## src/hdl/varu_map.svh

```systemverilog
// register offsets, field positions and field codes of the relocation unit
`ifndef VARU_MAP_SVH
`define VARU_MAP_SVH
`define VARU_OFF_PAGES 9'h000
`define VARU_PAGES_TOP 9'h07C
`define VARU_OFF_CTRL 9'h100
`define VARU_OFF_STATUS 9'h104
`define VARU_OFF_MASK 9'h108
`define VARU_OFF_ABTINFO 9'h10C
`define VARU_CTRL_ENABLE 0
`define VARU_EVT_ABORT 0
`define VARU_EVT_MODE 1
`define VARU_EVT_WIDTH 2
`define VARU_BASE_MASK 16'h0FFF
`define VARU_KEY_HI 2
`define VARU_KEY_LO 1
`define VARU_KEY_RDONLY 2'h1
`define VARU_KEY_RDWR 2'h3
`define VARU_LEN_HI 14
`define VARU_LEN_LO 8
`define VARU_MODE_KERNEL 2'h0
`define VARU_MODE_USER 2'h3
`define VARU_IO_PAGE 3'h7
`define VARU_BLOCK_SHIFT 6
`endif

```

## src/hdl/varu_pkg.sv

```systemverilog
// types shared by the relocation unit modules
package varu_pkg;
  typedef enum logic [2:0] {ABT_NONE, ABT_MODE, ABT_NONRES, ABT_RDONLY, ABT_LENGTH} varu_abort_type;
  typedef struct packed {
    logic valid;
    logic write;
    logic [1:0] mode;
    logic [15:0] virtual_addr;
  } varu_cpu_req_type;
  typedef struct packed {
    logic valid;
    logic write;
    logic [17:0] physical_addr;
  } varu_bus_req_type;
  typedef struct packed {
    logic abort;
    varu_abort_type reason;
    logic [17:0] physical_addr;
  } varu_xlate_type;
endpackage

```

## src/hdl/varu_page_regs.sv

```systemverilog
// two sets of eight base/descriptor register pairs
`timescale 1ns/100ps
`include "varu_map.svh"
module varu_page_regs import varu_pkg::*; (
  input wire logic clk_sys, // system clock
  input wire logic nrst, // async reset, active low
  input wire logic wr_en, // write strobe
  input wire logic [4:0] wr_idx, // {user, desc, page}
  input wire logic [15:0] wr_data, // write data
  input wire logic [1:0] wr_lanes, // byte enables
  input wire logic [4:0] rd_idx, // software read index
  output logic [15:0] rd_data, // software read data
  input wire logic set_user, // select user set
  input wire logic [2:0] page, // virtual page number
  output logic [15:0] page_base, // selected page base reg
  output logic [15:0] page_desc // selected page descriptor reg
);
  logic [15:0] regs_q [0:31];

  always_ff @(posedge clk_sys or negedge nrst) begin
    if (!nrst) begin
      for (int i = 0; i < 32; i++) begin
        regs_q[i] <= 16'h0000;
      end
    end else if (wr_en) begin
      for (int b = 0; b < 2; b++) begin
        if (wr_lanes[b]) begin
          regs_q[wr_idx][b*8 +: 8] <= wr_data[b*8 +: 8];
        end
      end
      if (!wr_idx[3]) begin
        // upper four base bits unused, kept zero
        regs_q[wr_idx][15:12] <= 4'h0;
      end
    end
  end

  assign rd_data = regs_q[rd_idx];
  assign page_base = regs_q[{set_user, 1'b0, page}];
  assign page_desc = regs_q[{set_user, 1'b1, page}];
endmodule

```

## src/hdl/varu_xlate.sv

```systemverilog
// combinational virtual to physical translation and access check
`timescale 1ns/100ps
`include "varu_map.svh"
module varu_xlate import varu_pkg::*; (
  input wire varu_cpu_req_type req, // request from core
  input wire logic enable, // translation active
  input wire logic [15:0] page_base, // selected base reg
  input wire logic [15:0] page_desc, // selected descriptor reg
  output varu_xlate_type result // abort and address
);
  logic [1:0] key;
  logic [6:0] last_block;
  logic [17:0] base_bytes;

  assign key = page_desc[`VARU_KEY_HI:`VARU_KEY_LO];
  assign last_block = page_desc[`VARU_LEN_HI:`VARU_LEN_LO];
  assign base_bytes = {page_base[11:0], 6'h00};

  always_comb begin
    result.abort = 1'b0;
    result.reason = ABT_NONE;
    if (!enable) begin
      if (req.virtual_addr[15:13] == `VARU_IO_PAGE) begin
        result.physical_addr = {2'h3, req.virtual_addr};
      end else begin
        result.physical_addr = {2'h0, req.virtual_addr};
      end
    end else begin
      // offset 13 bits plus block-aligned base; overlap is never checked
      result.physical_addr = base_bytes + {5'h00, req.virtual_addr[12:0]};
      if (req.mode != `VARU_MODE_KERNEL && req.mode != `VARU_MODE_USER) begin
        result.abort = 1'b1;
        result.reason = ABT_MODE;
      end else if (key != `VARU_KEY_RDONLY && key != `VARU_KEY_RDWR) begin
        result.abort = 1'b1;
        result.reason = ABT_NONRES;
      end else if (key == `VARU_KEY_RDONLY && req.write) begin
        result.abort = 1'b1;
        result.reason = ABT_RDONLY;
      end else if (req.virtual_addr[12:6] > last_block) begin
        result.abort = 1'b1;
        result.reason = ABT_LENGTH;
      end
    end
  end
endmodule

```

## src/hdl/varu_top.sv

```systemverilog
// relocation and protection unit: core port, bus port, wishbone registers
// Operation
// - virtual addresses are 16-bit byte addresses and physical ones are 18 bits.
// - untranslated addresses in the top 4K words get both upper bits set.
// - untranslated addresses below the top 4K words get both upper bits clear.
// - two sets of eight pairs each hold a 16-bit base and a 16-bit descriptor.
// - the processor mode picks the kernel or the user set for each access.
// - the virtual space is eight 4K-word pages each with its own pair.
// - with translation on, the address always comes from the page pair.
// - a page spans 1 to 128 blocks of 32 words.
// - a page base is counted in 32-word blocks.
// - references past the page length are refused.
// - pages may map to the same or overlapping memory with no check.
// - each page is no access, read only, or read and write.
// - the base holds a 12-bit field and its upper four bits are unused.
// - key 0 aborts all, key 2 aborts writes, key 6 allows all, aborts never complete.
// - mode 00 selects kernel, and with translation on illegal mode codes abort every reference.
//
// The register addresses and the Wishbone slave port were chosen for this implementation.
`timescale 1ns/100ps
`include "varu_map.svh"
module varu_top import varu_pkg::*; (
  input wire logic clk_sys, // 250 MHz system clock
  input wire logic nrst, // async reset, active low
  input wire varu_cpu_req_type cpu_req, // one-cycle access request
  output varu_bus_req_type bus_req, // translated bus cycle
  output logic cpu_abort, // access aborted pulse
  output varu_abort_type abort_reason, // why last access aborted
  output logic irq, // level interrupt
  input wire logic wb_cyc_i, // wishbone cycle
  input wire logic wb_stb_i, // wishbone strobe
  input wire logic wb_we_i, // wishbone write
  input wire logic [8:0] wb_adr_i, // wishbone byte address
  input wire logic [3:0] wb_sel_i, // wishbone byte selects
  input wire logic [31:0] wb_dat_i, // wishbone write data
  output logic [31:0] wb_dat_o, // wishbone read data
  output logic wb_ack_o, // wishbone ack
  output logic wb_err_o // wishbone error, unmapped
);
  logic ctrl_enable_q;
  logic [`VARU_EVT_WIDTH-1:0] status_q;
  logic [`VARU_EVT_WIDTH-1:0] mask_q;
  logic [19:0] abt_info_q;
  logic [15:0] page_rd;
  logic [15:0] page_base;
  logic [15:0] page_desc;
  logic set_user;
  logic bus_take;
  logic bus_wr;
  logic in_pages;
  varu_xlate_type xl;
  logic [`VARU_EVT_WIDTH-1:0] evt;

  function automatic logic is_pages(input logic [8:0] a);
    return a <= `VARU_PAGES_TOP;
  endfunction

  function automatic logic is_known(input logic [8:0] a);
    return is_pages(a) || a == `VARU_OFF_CTRL || a == `VARU_OFF_STATUS ||
           a == `VARU_OFF_MASK || a == `VARU_OFF_ABTINFO;
  endfunction

  assign bus_take = wb_cyc_i && wb_stb_i && !wb_ack_o && !wb_err_o;
  assign bus_wr = bus_take && wb_we_i && is_known(wb_adr_i);
  assign in_pages = is_pages(wb_adr_i);

  // user set for mode 11, kernel otherwise; illegal modes abort anyway
  assign set_user = cpu_req.mode == `VARU_MODE_USER;

  varu_page_regs u_regs (
    .clk_sys(clk_sys),
    .nrst(nrst),
    .wr_en(bus_wr && in_pages),
    .wr_idx(wb_adr_i[6:2]),
    .wr_data(wb_dat_i[15:0]),
    .wr_lanes(wb_sel_i[1:0]),
    .rd_idx(wb_adr_i[6:2]),
    .rd_data(page_rd),
    .set_user(set_user),
    .page(cpu_req.virtual_addr[15:13]),
    .page_base(page_base),
    .page_desc(page_desc)
  );

  varu_xlate u_xlate (
    .req(cpu_req),
    .enable(ctrl_enable_q),
    .page_base(page_base),
    .page_desc(page_desc),
    .result(xl)
  );

  // core side: result one cycle after the request
  always_ff @(posedge clk_sys or negedge nrst) begin
    if (!nrst) begin
      bus_req <= '0;
      cpu_abort <= 1'b0;
    end else begin
      // aborted references never reach the bus
      bus_req.valid <= cpu_req.valid && !xl.abort;
      bus_req.write <= cpu_req.write;
      bus_req.physical_addr <= xl.physical_addr;
      cpu_abort <= cpu_req.valid && xl.abort;
    end
  end

  always_ff @(posedge clk_sys or negedge nrst) begin
    if (!nrst) begin
      abort_reason <= ABT_NONE;
      abt_info_q <= 20'h00000;
    end else if (cpu_req.valid && xl.abort) begin
      abort_reason <= xl.reason;
      abt_info_q <= {cpu_req.write, xl.reason, cpu_req.virtual_addr};
    end
  end

  assign evt[`VARU_EVT_ABORT] = cpu_req.valid && xl.abort;
  assign evt[`VARU_EVT_MODE] = cpu_req.valid && xl.abort && xl.reason == ABT_MODE;

  always_ff @(posedge clk_sys or negedge nrst) begin
    if (!nrst) begin
      ctrl_enable_q <= 1'b0;
      mask_q <= '0;
    end else if (bus_wr && wb_sel_i[0]) begin
      if (wb_adr_i == `VARU_OFF_CTRL) begin
        ctrl_enable_q <= wb_dat_i[`VARU_CTRL_ENABLE];
      end
      if (wb_adr_i == `VARU_OFF_MASK) begin
        mask_q <= wb_dat_i[`VARU_EVT_WIDTH-1:0];
      end
    end
  end

  // write one to clear; a new event in the same cycle wins
  always_ff @(posedge clk_sys or negedge nrst) begin
    if (!nrst) begin
      status_q <= '0;
    end else if (bus_wr && wb_sel_i[0] && wb_adr_i == `VARU_OFF_STATUS) begin
      status_q <= (status_q & ~wb_dat_i[`VARU_EVT_WIDTH-1:0]) | evt;
    end else begin
      status_q <= status_q | evt;
    end
  end

  always_ff @(posedge clk_sys or negedge nrst) begin
    if (!nrst) begin
      irq <= 1'b0;
    end else begin
      irq <= |(status_q & mask_q);
    end
  end

  always_ff @(posedge clk_sys or negedge nrst) begin
    if (!nrst) begin
      wb_ack_o <= 1'b0;
      wb_err_o <= 1'b0;
      wb_dat_o <= 32'h00000000;
    end else begin
      wb_ack_o <= bus_take && is_known(wb_adr_i);
      wb_err_o <= bus_take && !is_known(wb_adr_i);
      wb_dat_o <= 32'h00000000;
      if (bus_take && !wb_we_i) begin
        if (in_pages) begin
          wb_dat_o <= {16'h0000, page_rd};
        end else if (wb_adr_i == `VARU_OFF_CTRL) begin
          wb_dat_o <= {31'h00000000, ctrl_enable_q};
        end else if (wb_adr_i == `VARU_OFF_STATUS) begin
          wb_dat_o <= {30'h00000000, status_q};
        end else if (wb_adr_i == `VARU_OFF_MASK) begin
          wb_dat_o <= {30'h00000000, mask_q};
        end else if (wb_adr_i == `VARU_OFF_ABTINFO) begin
          wb_dat_o <= {12'h000, abt_info_q};
        end
      end
    end
  end
endmodule

```

## config.mk

```make
export PLATFORM = sky130hd
export DESIGN_NAME = varu_top
export DESIGN_NICKNAME = d
export VERILOG_FILES = /design/src/hdl/varu_pkg.sv /design/src/hdl/varu_page_regs.sv /design/src/hdl/varu_xlate.sv /design/src/hdl/varu_top.sv
export VERILOG_INCLUDE_DIRS = /design/src /design/src/hdl
export SDC_FILE = /design/constraint.sdc
export NUM_CORES = 1
export LEC_CHECK = 0
export BUFFER_PORTS_ARGS = -buffer_cell sky130_fd_sc_hd__buf_2
export CORE_MARGIN = 2
export CORE_UTILIZATION = 56
export DETAILED_ROUTE_END_ITERATION = 6
export GPL_TIMING_DRIVEN = 0
export PLACE_DENSITY_LB_ADDON = 0.12
export SETUP_SLACK_MARGIN = 0.02
export SLEW_MARGIN = 20
export SYNTH_ARGS = -nofsm -noshare
export SYNTH_HDL_FRONTEND = slang
export SYNTH_SLANG_ARGS = --single-unit
```

## constraint.sdc

```tcl
create_clock -name clk_sys -period 3.4 [get_ports clk_sys]
set_clock_uncertainty 0.15 [all_clocks]
set_input_delay 0.34 -clock clk_sys [delete_from_list [all_inputs] [get_ports clk_sys]]
set_output_delay 0.34 -clock clk_sys [all_outputs]
set_load 0.005 [all_outputs]
```

==> results of run 1 <==
## layout by cell type (no fill, tap or decap), drive strengths merged, types with 14 or more instances in the layout
cell type,Yosys,routed
dfrtp,581,581
mux2,474,474
mux4,208,208
clkbuf,89,186
buf,60,168
nor2,92,92
o22ai,66,66
and2,61,61
nand2,41,41
dlygate4sd3,0,35
mux2i,32,32
nand3,25,25
nor3,24,24
nor2b,18,18
a22o,16,16
ha,15,15
a21oi,15,15
a221oi,14,14
## critical path, cell delays in order, from the launching register on
cell	delay (ns)
sky130_fd_sc_hd__dfrtp_1	0.40
sky130_fd_sc_hd__mux4_2	0.53
sky130_fd_sc_hd__mux4_2	0.51
sky130_fd_sc_hd__inv_2	0.08
sky130_fd_sc_hd__ha_4	0.20
sky130_fd_sc_hd__nor2b_4	0.12
sky130_fd_sc_hd__o21a_1	0.17
sky130_fd_sc_hd__o21ai_2	0.16
sky130_fd_sc_hd__a21oi_2	0.08
sky130_fd_sc_hd__o22a_2	0.27
sky130_fd_sc_hd__o21ai_4	0.24
sky130_fd_sc_hd__buf_4	0.16
sky130_fd_sc_hd__buf_6	0.08
sky130_fd_sc_hd__mux2_2	0.31
## repair_timing
| item | in CTS | in global routing |
|---|---|---|
| endpoints found under the setup margin | 36 | 48 |
| hold endpoints to repair | 150 | 0 |
| resized for setup | 43 | 33 |
| cloned | 1 | 0 |
| buffers inserted | 15 | 2 |
| hold buffers | 35 | 0 |
| pin swaps | 1 | 3 |
## layer usage
metal / part of all wire, % / vias up / track usage (%)
li1: - / 7732 / -
met1: 39 / 10300 / 47.9
met2: 45 / 1032 / 53.6
met3: 9.7 / 268 / 9.35
met4: 5.7 / 4 / 18.1
met5: 0.022 / - / 0
## cells by family after synthesis
family                     Yosys count  synth area share (%)
muxes                              714                  36.4
DFF                                581                  51.0
and+or+nand+nor                    295                  5.27
buffers and inverters              160                  2.55
AOI/OAI and AO/OA                  152                  3.74
adders and majority gates           16                 0.728
xor gates and xnor gates             9                 0.276
other                                1                0.0132
## per-stage QoR
stage / TNS (ns) / area [sq um]
after floorplan: -5.61 / 28600
after global placement: -5695.41 / 29900
after detailed placement: -76.07 / 30100
after CTS: -3.42 / 32900
after global routing: -3.66 / 32900
final: -2.52 / 32900
## worst paths after layout
check / from / cells past startpoint / slack, ns / end
max: flop / 13 / -0.17 / abt_info_q[6]
min: cpu_req[17] / 4 / 0.05 / abt_info_q[18]
max reg2reg: flop / 13 / -0.17 / abt_info_q[6]
min reg2reg: u_regs.regs_q[429] / 1 / 0.33 / u_regs.regs_q[429]
max in group asynchronous: nrst / 6 / 0.85 / abt_info_q[3]
min in group asynchronous: nrst / 2 / 0.11 / u_regs.regs_q[253]
## layout make-up
type	instances	share of cell area (%)
antenna	2	0.0152
buffer	144	2.52
clock buffer	99	5.78
clock inverter	14	0.623
inverter	11	0.156
multi-input combinational	1198	40.8
sequential	581	44.2
tap	672	2.55
timing repair buffer	146	3.40
## where the power goes
part | internal (mW) | switching (mW)
combinational | 0.456 | 0.823
clock | 4.18 | 2.82
sequential | 7.01 | 0.0617
==> results.txt, run 1 <==
The flow ran to the end, but the final reports show violations. The checks that failed: negative setup slack. The cell row count came out at 82. The synthesized area divided by synthesized cell count is 14.8 sq um.

The initial cell density of the core came out at between 50 and 60%. Summing over every cut layer, the via total after detailed routing is 19400. The worst vdd rail ir drop is between 0.0004 and 0.0005 V. The via count of the first global-routing pass was around 20000.

The HPWL reported at the end of detailed placement came out at approximately 63000 microns. The count of final hold-check violations is 0. The maximum fanout count along the critical path came out at 4. The cell count after synthesis came out at just under 2000. The number of fill cells in the layout came out at roughly 3600. For the worst setup path, the data arrival time is roughly 4.0 ns.

The final routed wirelength across all metal layers is roughly 91000 microns. The synthesized netlist occupies a cell area of 0.0285 sq mm. The pin count of the biggest net entering global routing is between 100 and 150. Counting instances in the post-synthesis netlist gives the leading cell types as sky130_fd_sc_hd__dfrtp_1 (581), sky130_fd_sc_hd__mux2_2 (459), sky130_fd_sc_hd__mux4_2 (205), sky130_fd_sc_hd__nor2_1 (92), sky130_fd_sc_hd__clkbuf_1 (89).

STA classifies the critical path endpoint as a flop. The storage element area came out at around 0.015 sq mm. The fraction of registers with async set or reset after synthesis is 100%. The TritonCTS buffer count came out at 61.

At the end of the flow, the number of nets in the layout was 2229. The startpoint-to-endpoint class of the critical path is reg2reg. By area the synthesized netlist is led by sky130_fd_sc_hd__dfrtp_1 (51%), sky130_fd_sc_hd__mux2_2 (18%), sky130_fd_sc_hd__mux4_2 (16%). The wire length of the first global-routing pass is between 100000 and 150000 microns.

The y dimension of the die came out at 230 microns. The core utilization of the finished layout came out at 65.6%. The power after layout is between 15 and 20 mW.

In this run the horizontal extent of the chip is between 200 and 250 microns. The number of non-filler instances in the completed layout is approximately 2900. STA classifies the critical path startpoint as a flop.

The final-report max-slew violation count is 0. The part of the Yosys area used for sequential elements is 51.0%. The number of optimization iterations in the first detailed-route pass is 7. The slew of the pin with the lowest slew margin came out at between 1 and 1.5 ns. The area occupied by multi-input gates is about 0.013 sq mm. Clock latency on the worst-skew pair, taken at its later pin, is ~0.64 ns. The area enclosed by the die boundary is 0.0527 sq mm. For this run, design rule violations remaining after detail routing come to 0.

The standby leakage power came out at ~15 nW. Global routing used between 30% and 40% of the available tracks. The number of buffers between clock root and the deepest sink is 3. The top cell type by total area after synthesis is sky130_fd_sc_hd__dfrtp_1. By instance count, the leading cell after synthesis is sky130_fd_sc_hd__dfrtp_1. The worst endpoint required time came out at approximately 3.8 ns. between 100 and 150 I/O pins were placed. For the finished layout, the period the worst path requires is between 3 and 4 ns. The average detailed-routed wire length per instance came out at between 30 and 40 microns.

The worst hold path belongs to the class in2reg. The H-tree level count is 2. The clock tree from TritonCTS is yes. CTS saw around 580 sinks. In the synthesized netlist the dominant register cell turns out to be sky130_fd_sc_hd__dfrtp_1.

The count of input and output buffers came out at 90. The tree is rooted in a sky130_fd_sc_hd__clkbuf_16. Setup violations remaining at the end of the flow were counted as 19. The remaining antenna violation count is 0. The weighted congestion at the end of routability-driven global placement came out at about 0.95. The synthesized flop and latch total is about 580. The share of the synthesized area in the top cell type came out at between 50% and 60%. The fraction of layout cells with a size suffix above 1 came out at between 40 and 50%. Across the run, the number of max-cap violations was 0.

The worst slack on hold paths came out at 0.0534 ns. The area of the core came out at roughly 0.05 sq mm. Setup repair after global routing could not meet its margin everywhere. The power density normalized to cell area is 466 mW/mm^2. Summed over all layers, the global routing overflow is 0. Counting flops with a built-in enable in the synthesized netlist gives 0.

In this run, distinct cell masters in the synthesized netlist total between 50 and 60. Including well taps, the total number of placed cells is approximately 2700. The headroom to the max-slew limit came out at roughly 17%. Dividing the detail-routed via count by the number of cells gives 6.75.

Dividing the final minimum period by the clock period gives 105%. The achievable frequency is 280 MHz. The minimum setup slack in the final design is -0.174 ns. The number of warnings printed during yosys synthesis is 0.

The first-iteration detailed-routing DRC count came out at roughly 2000. The clock transition at the register clock pins on the worst setup and hold paths after CTS is around 0.06 ns. At the placement stage, the worst setup path has a slack of -1.92 ns.

The initial antenna violation count is 4. Compared with the post-synthesis result, the final layout area differs by 15.5%.
Note: power is estimated with default switching activity, not from simulation.
==> run 2: changes to the inputs <==
==> constraint.sdc (replaced) <==
create_clock -name clk_sys -period 3.4 [get_ports clk_sys]
set_clock_uncertainty 0.15 [all_clocks]
set_input_delay 0.17 -clock clk_sys [delete_from_list [all_inputs] [get_ports clk_sys]]
set_output_delay 0.17 -clock clk_sys [all_outputs]
set_load 0.005 [all_outputs]
==> run 2 against run 1 <==
  * The flow still finishes with violations (negative setup slack)
  * First-iteration DRC count grew 9.6%
  * Power grew 0.16%
  * Clock power is essentially flat
  * Register-to-register slack gained 0.04 ns
  * Via count grew 0.17%
  * Utilization grew 0.19 points
  * Wire length shrank 0.32%
  * Fmax grew 1.2%
  * Count of clock-buffer cells in the layout shrank 10
  * Flip-flop and latch count is the same
  * Design area grew 0.28%
  * Critical path type unchanged
  * Largest cell class unchanged
==> results.txt, run 2 (synthesis gave the netlist of run 1 again) <==
Setup repair after global routing could not meet its margin everywhere. For this design the ratio of total power to cell area is 466 mW/mm^2. The overflow left after global routing came out at 0. The total global-route track usage came out at a little over a third. The CTS root buffer is sky130_fd_sc_hd__clkbuf_16. The final reports fail on negative setup slack. The clock transition at the register clock pins on the worst setup and hold paths after CTS came out at roughly 0.060 ns. The count of input and output buffers is 90. The slew of the pin with the lowest slew margin came out at around 1.3 ns.

The total number of clock tree sinks is about 580. The remaining antenna violation count came out at 0. At the end of the flow, the number of nets in the layout was roughly 2200. Measured against its own limit, the worst slew margin works out to roughly 16%.

The average via count per standard cell came out at approximately 6.7. The average detailed-routed wire length per instance came out at between 30 and 40 microns. In this run the worst hold path is classified as in2reg. The core utilization of the finished layout came out at 65.8%. The region available for standard cell placement spans around 0.05 sq mm. The max-cap violation count is 0. The TritonCTS buffer count came out at 60. STA classifies the critical path startpoint as a flop. The number of buffers between clock root and the deepest sink is 3. The via count of the first global-routing pass came out at 19700. The worst vdd rail ir drop came out at roughly 0.00053 V. Leaving out fill and tap cells, the most frequent cells in the layout are sky130_fd_sc_hd__dfrtp_1 (581), sky130_fd_sc_hd__mux2_2 (457), sky130_fd_sc_hd__mux4_2 (205). The maximum fanout count along the critical path came out at 5. The area overhead of the layout relative to synthesis came out at 15.8%. The worst path arrival time came out at 3.90 ns. After layout, the design draws a total of 15.4 mW.

The initial antenna violation count is 6. The final period demand of the worst path is approximately 3.5 ns. The cell row count came out at about 80. After the first detailed-routing iteration, the DRC count stood at between 2000 and 2500. The horizontal die dimension is between 200 and 250 microns. The portion of the clock cycle consumed by the worst path in the final layout came out at 104%. The number of optimization iterations in the first detailed-route pass came out at 5.

The pin count of the biggest net entering global routing came out at ~100. The worst endpoint required time is 3.77 ns. The clock tree from TritonCTS is yes.

The achievable frequency came out at 283 MHz. The initial utilization of the core area, before any placement, comes to a little under three fifths. The first global-routing pass estimated roughly 130000 microns of wire. The number of fill cells in the layout came out at 3604.

Pin placement for this block handled between 100 and 150 I/O pins. The minimum setup slack in the final design is -0.132 ns. The fraction of layout cells with a size suffix above 1 is between 40% and 50%. The total setup violations reported at the end of the flow came out at 19. The clock reaches the later pin of the worst-skew pair after between 0.6 and 0.7 ns.

The count of final hold-check violations came to 0. The worst setup path is captured at a flop. The weighted congestion at the end of routability-driven global placement is 0.928. The total number of vias came out at 19400.

The standby leakage power came out at roughly 16 nW. The HPWL after detailed placement is approximately 63000 microns. The H-tree level count is 2. The run finished, with violations left.

The DRC violations left is 0. Leaving out fill and tap cells, the most frequent cell in the layout is sky130_fd_sc_hd__dfrtp_1. The y dimension of the die is between 200 and 250 microns.

The final-report max-slew violation count is 0. The area enclosed by the die boundary is about 0.053 sq mm. The final routed wirelength across all metal layers came out at slightly above 90000 microns. The critical path is of the reg2reg type.
[run 2: area by class of cell]
type,instances,area (sq um),share of cell area [%]
diodes,3,7.51,0.0227
plain buffers,147,882,2.67
clock buffers,89,1790,5.42
clock inverters,21,314,0.951
inverters,11,51.3,0.155
multi-input cells,1198,13400,40.6
flip-flops and latches,581,14500,44.0
well taps,672,841,2.55
repair buffers,153,1170,3.55
[run 2: timing repair]
action | 4_1_cts | 5_1_grt
hold buffers | 38 | 0
cloned | 1 | 0
hold endpoints to repair | 397 | 0
endpoints found under the setup margin | 31 | 56
gates resized for setup | 42 | 26
buffers inserted | 13 | 6
pin swaps | 4 | 13
[run 2: path summary, 6_finish.rpt]
| path | startpoint | to | slack [ns] | depth (start not counted) |
|---|---|---|---|---|
| min in group asynchronous | nrst | u_regs.regs_q[254] | 0.53 | 4 |
| max in group asynchronous | nrst | bus_req[3] | 1.27 | 6 |
| worst max-delay path | flop | abt_info_q[12] | -0.13 | 13 |
| worst min-delay path | cpu_req[2] | bus_req[2] | 0.05 | 2 |
| worst min register to register | u_regs.regs_q[239] | u_regs.regs_q[239] | 0.33 | 1 |
| worst max register to register | flop | abt_info_q[12] | -0.13 | 13 |
[run 2: routing by layer]
layer,vias to the layer above,track usage (%),wire length (microns)
met4,2,18.8,5500
li1,7748,-,-
met2,1027,53.0,41300
met1,10300,47.8,35500
met5,-,0,11
met3,264,9.09,8820
[run 2: metrics by stage]
step	instance area [sq um]	cells	setup WS (ns)	hold slack (ns)	setup TNS, ns
after floorplan	28600	1939	-0.166	-0.276	-2.18
after global placement	29900	2701	-9.61	0.142	-5611.98
after detailed placement	30100	2707	-1.35	-0.0555	-52.28
after CTS	32900	2867	-0.150	0.00344	-2.23
after global routing	33000	2873	-0.191	0.0378	-2.30
final	33000	2875	-0.132	0.0494	-1.39
[run 2: worst max-delay path: stages (launching register included)]
cell	delay, ns
sky130_fd_sc_hd__dfrtp_1	0.39
sky130_fd_sc_hd__mux4_2	0.51
sky130_fd_sc_hd__mux4_2	0.49
sky130_fd_sc_hd__inv_2	0.08
sky130_fd_sc_hd__ha_4	0.19
sky130_fd_sc_hd__nor2b_4	0.12
sky130_fd_sc_hd__o21a_1	0.17
sky130_fd_sc_hd__o21ai_2	0.16
sky130_fd_sc_hd__a21oi_2	0.08
sky130_fd_sc_hd__o22a_2	0.28
sky130_fd_sc_hd__o21ai_4	0.20
sky130_fd_sc_hd__buf_6	0.14
sky130_fd_sc_hd__buf_12	0.13
sky130_fd_sc_hd__mux2_4	0.30
[run 2: power breakdown]
part	leakage (nW)	switching, mW	total, mW	internal [mW]
combinational	6.46	0.818	1.28	0.461
clock	1.04	2.86	7.02	4.16
sequential	8.05	0.0624	7.07	7.01
total	15.6	3.74	15.4	11.6
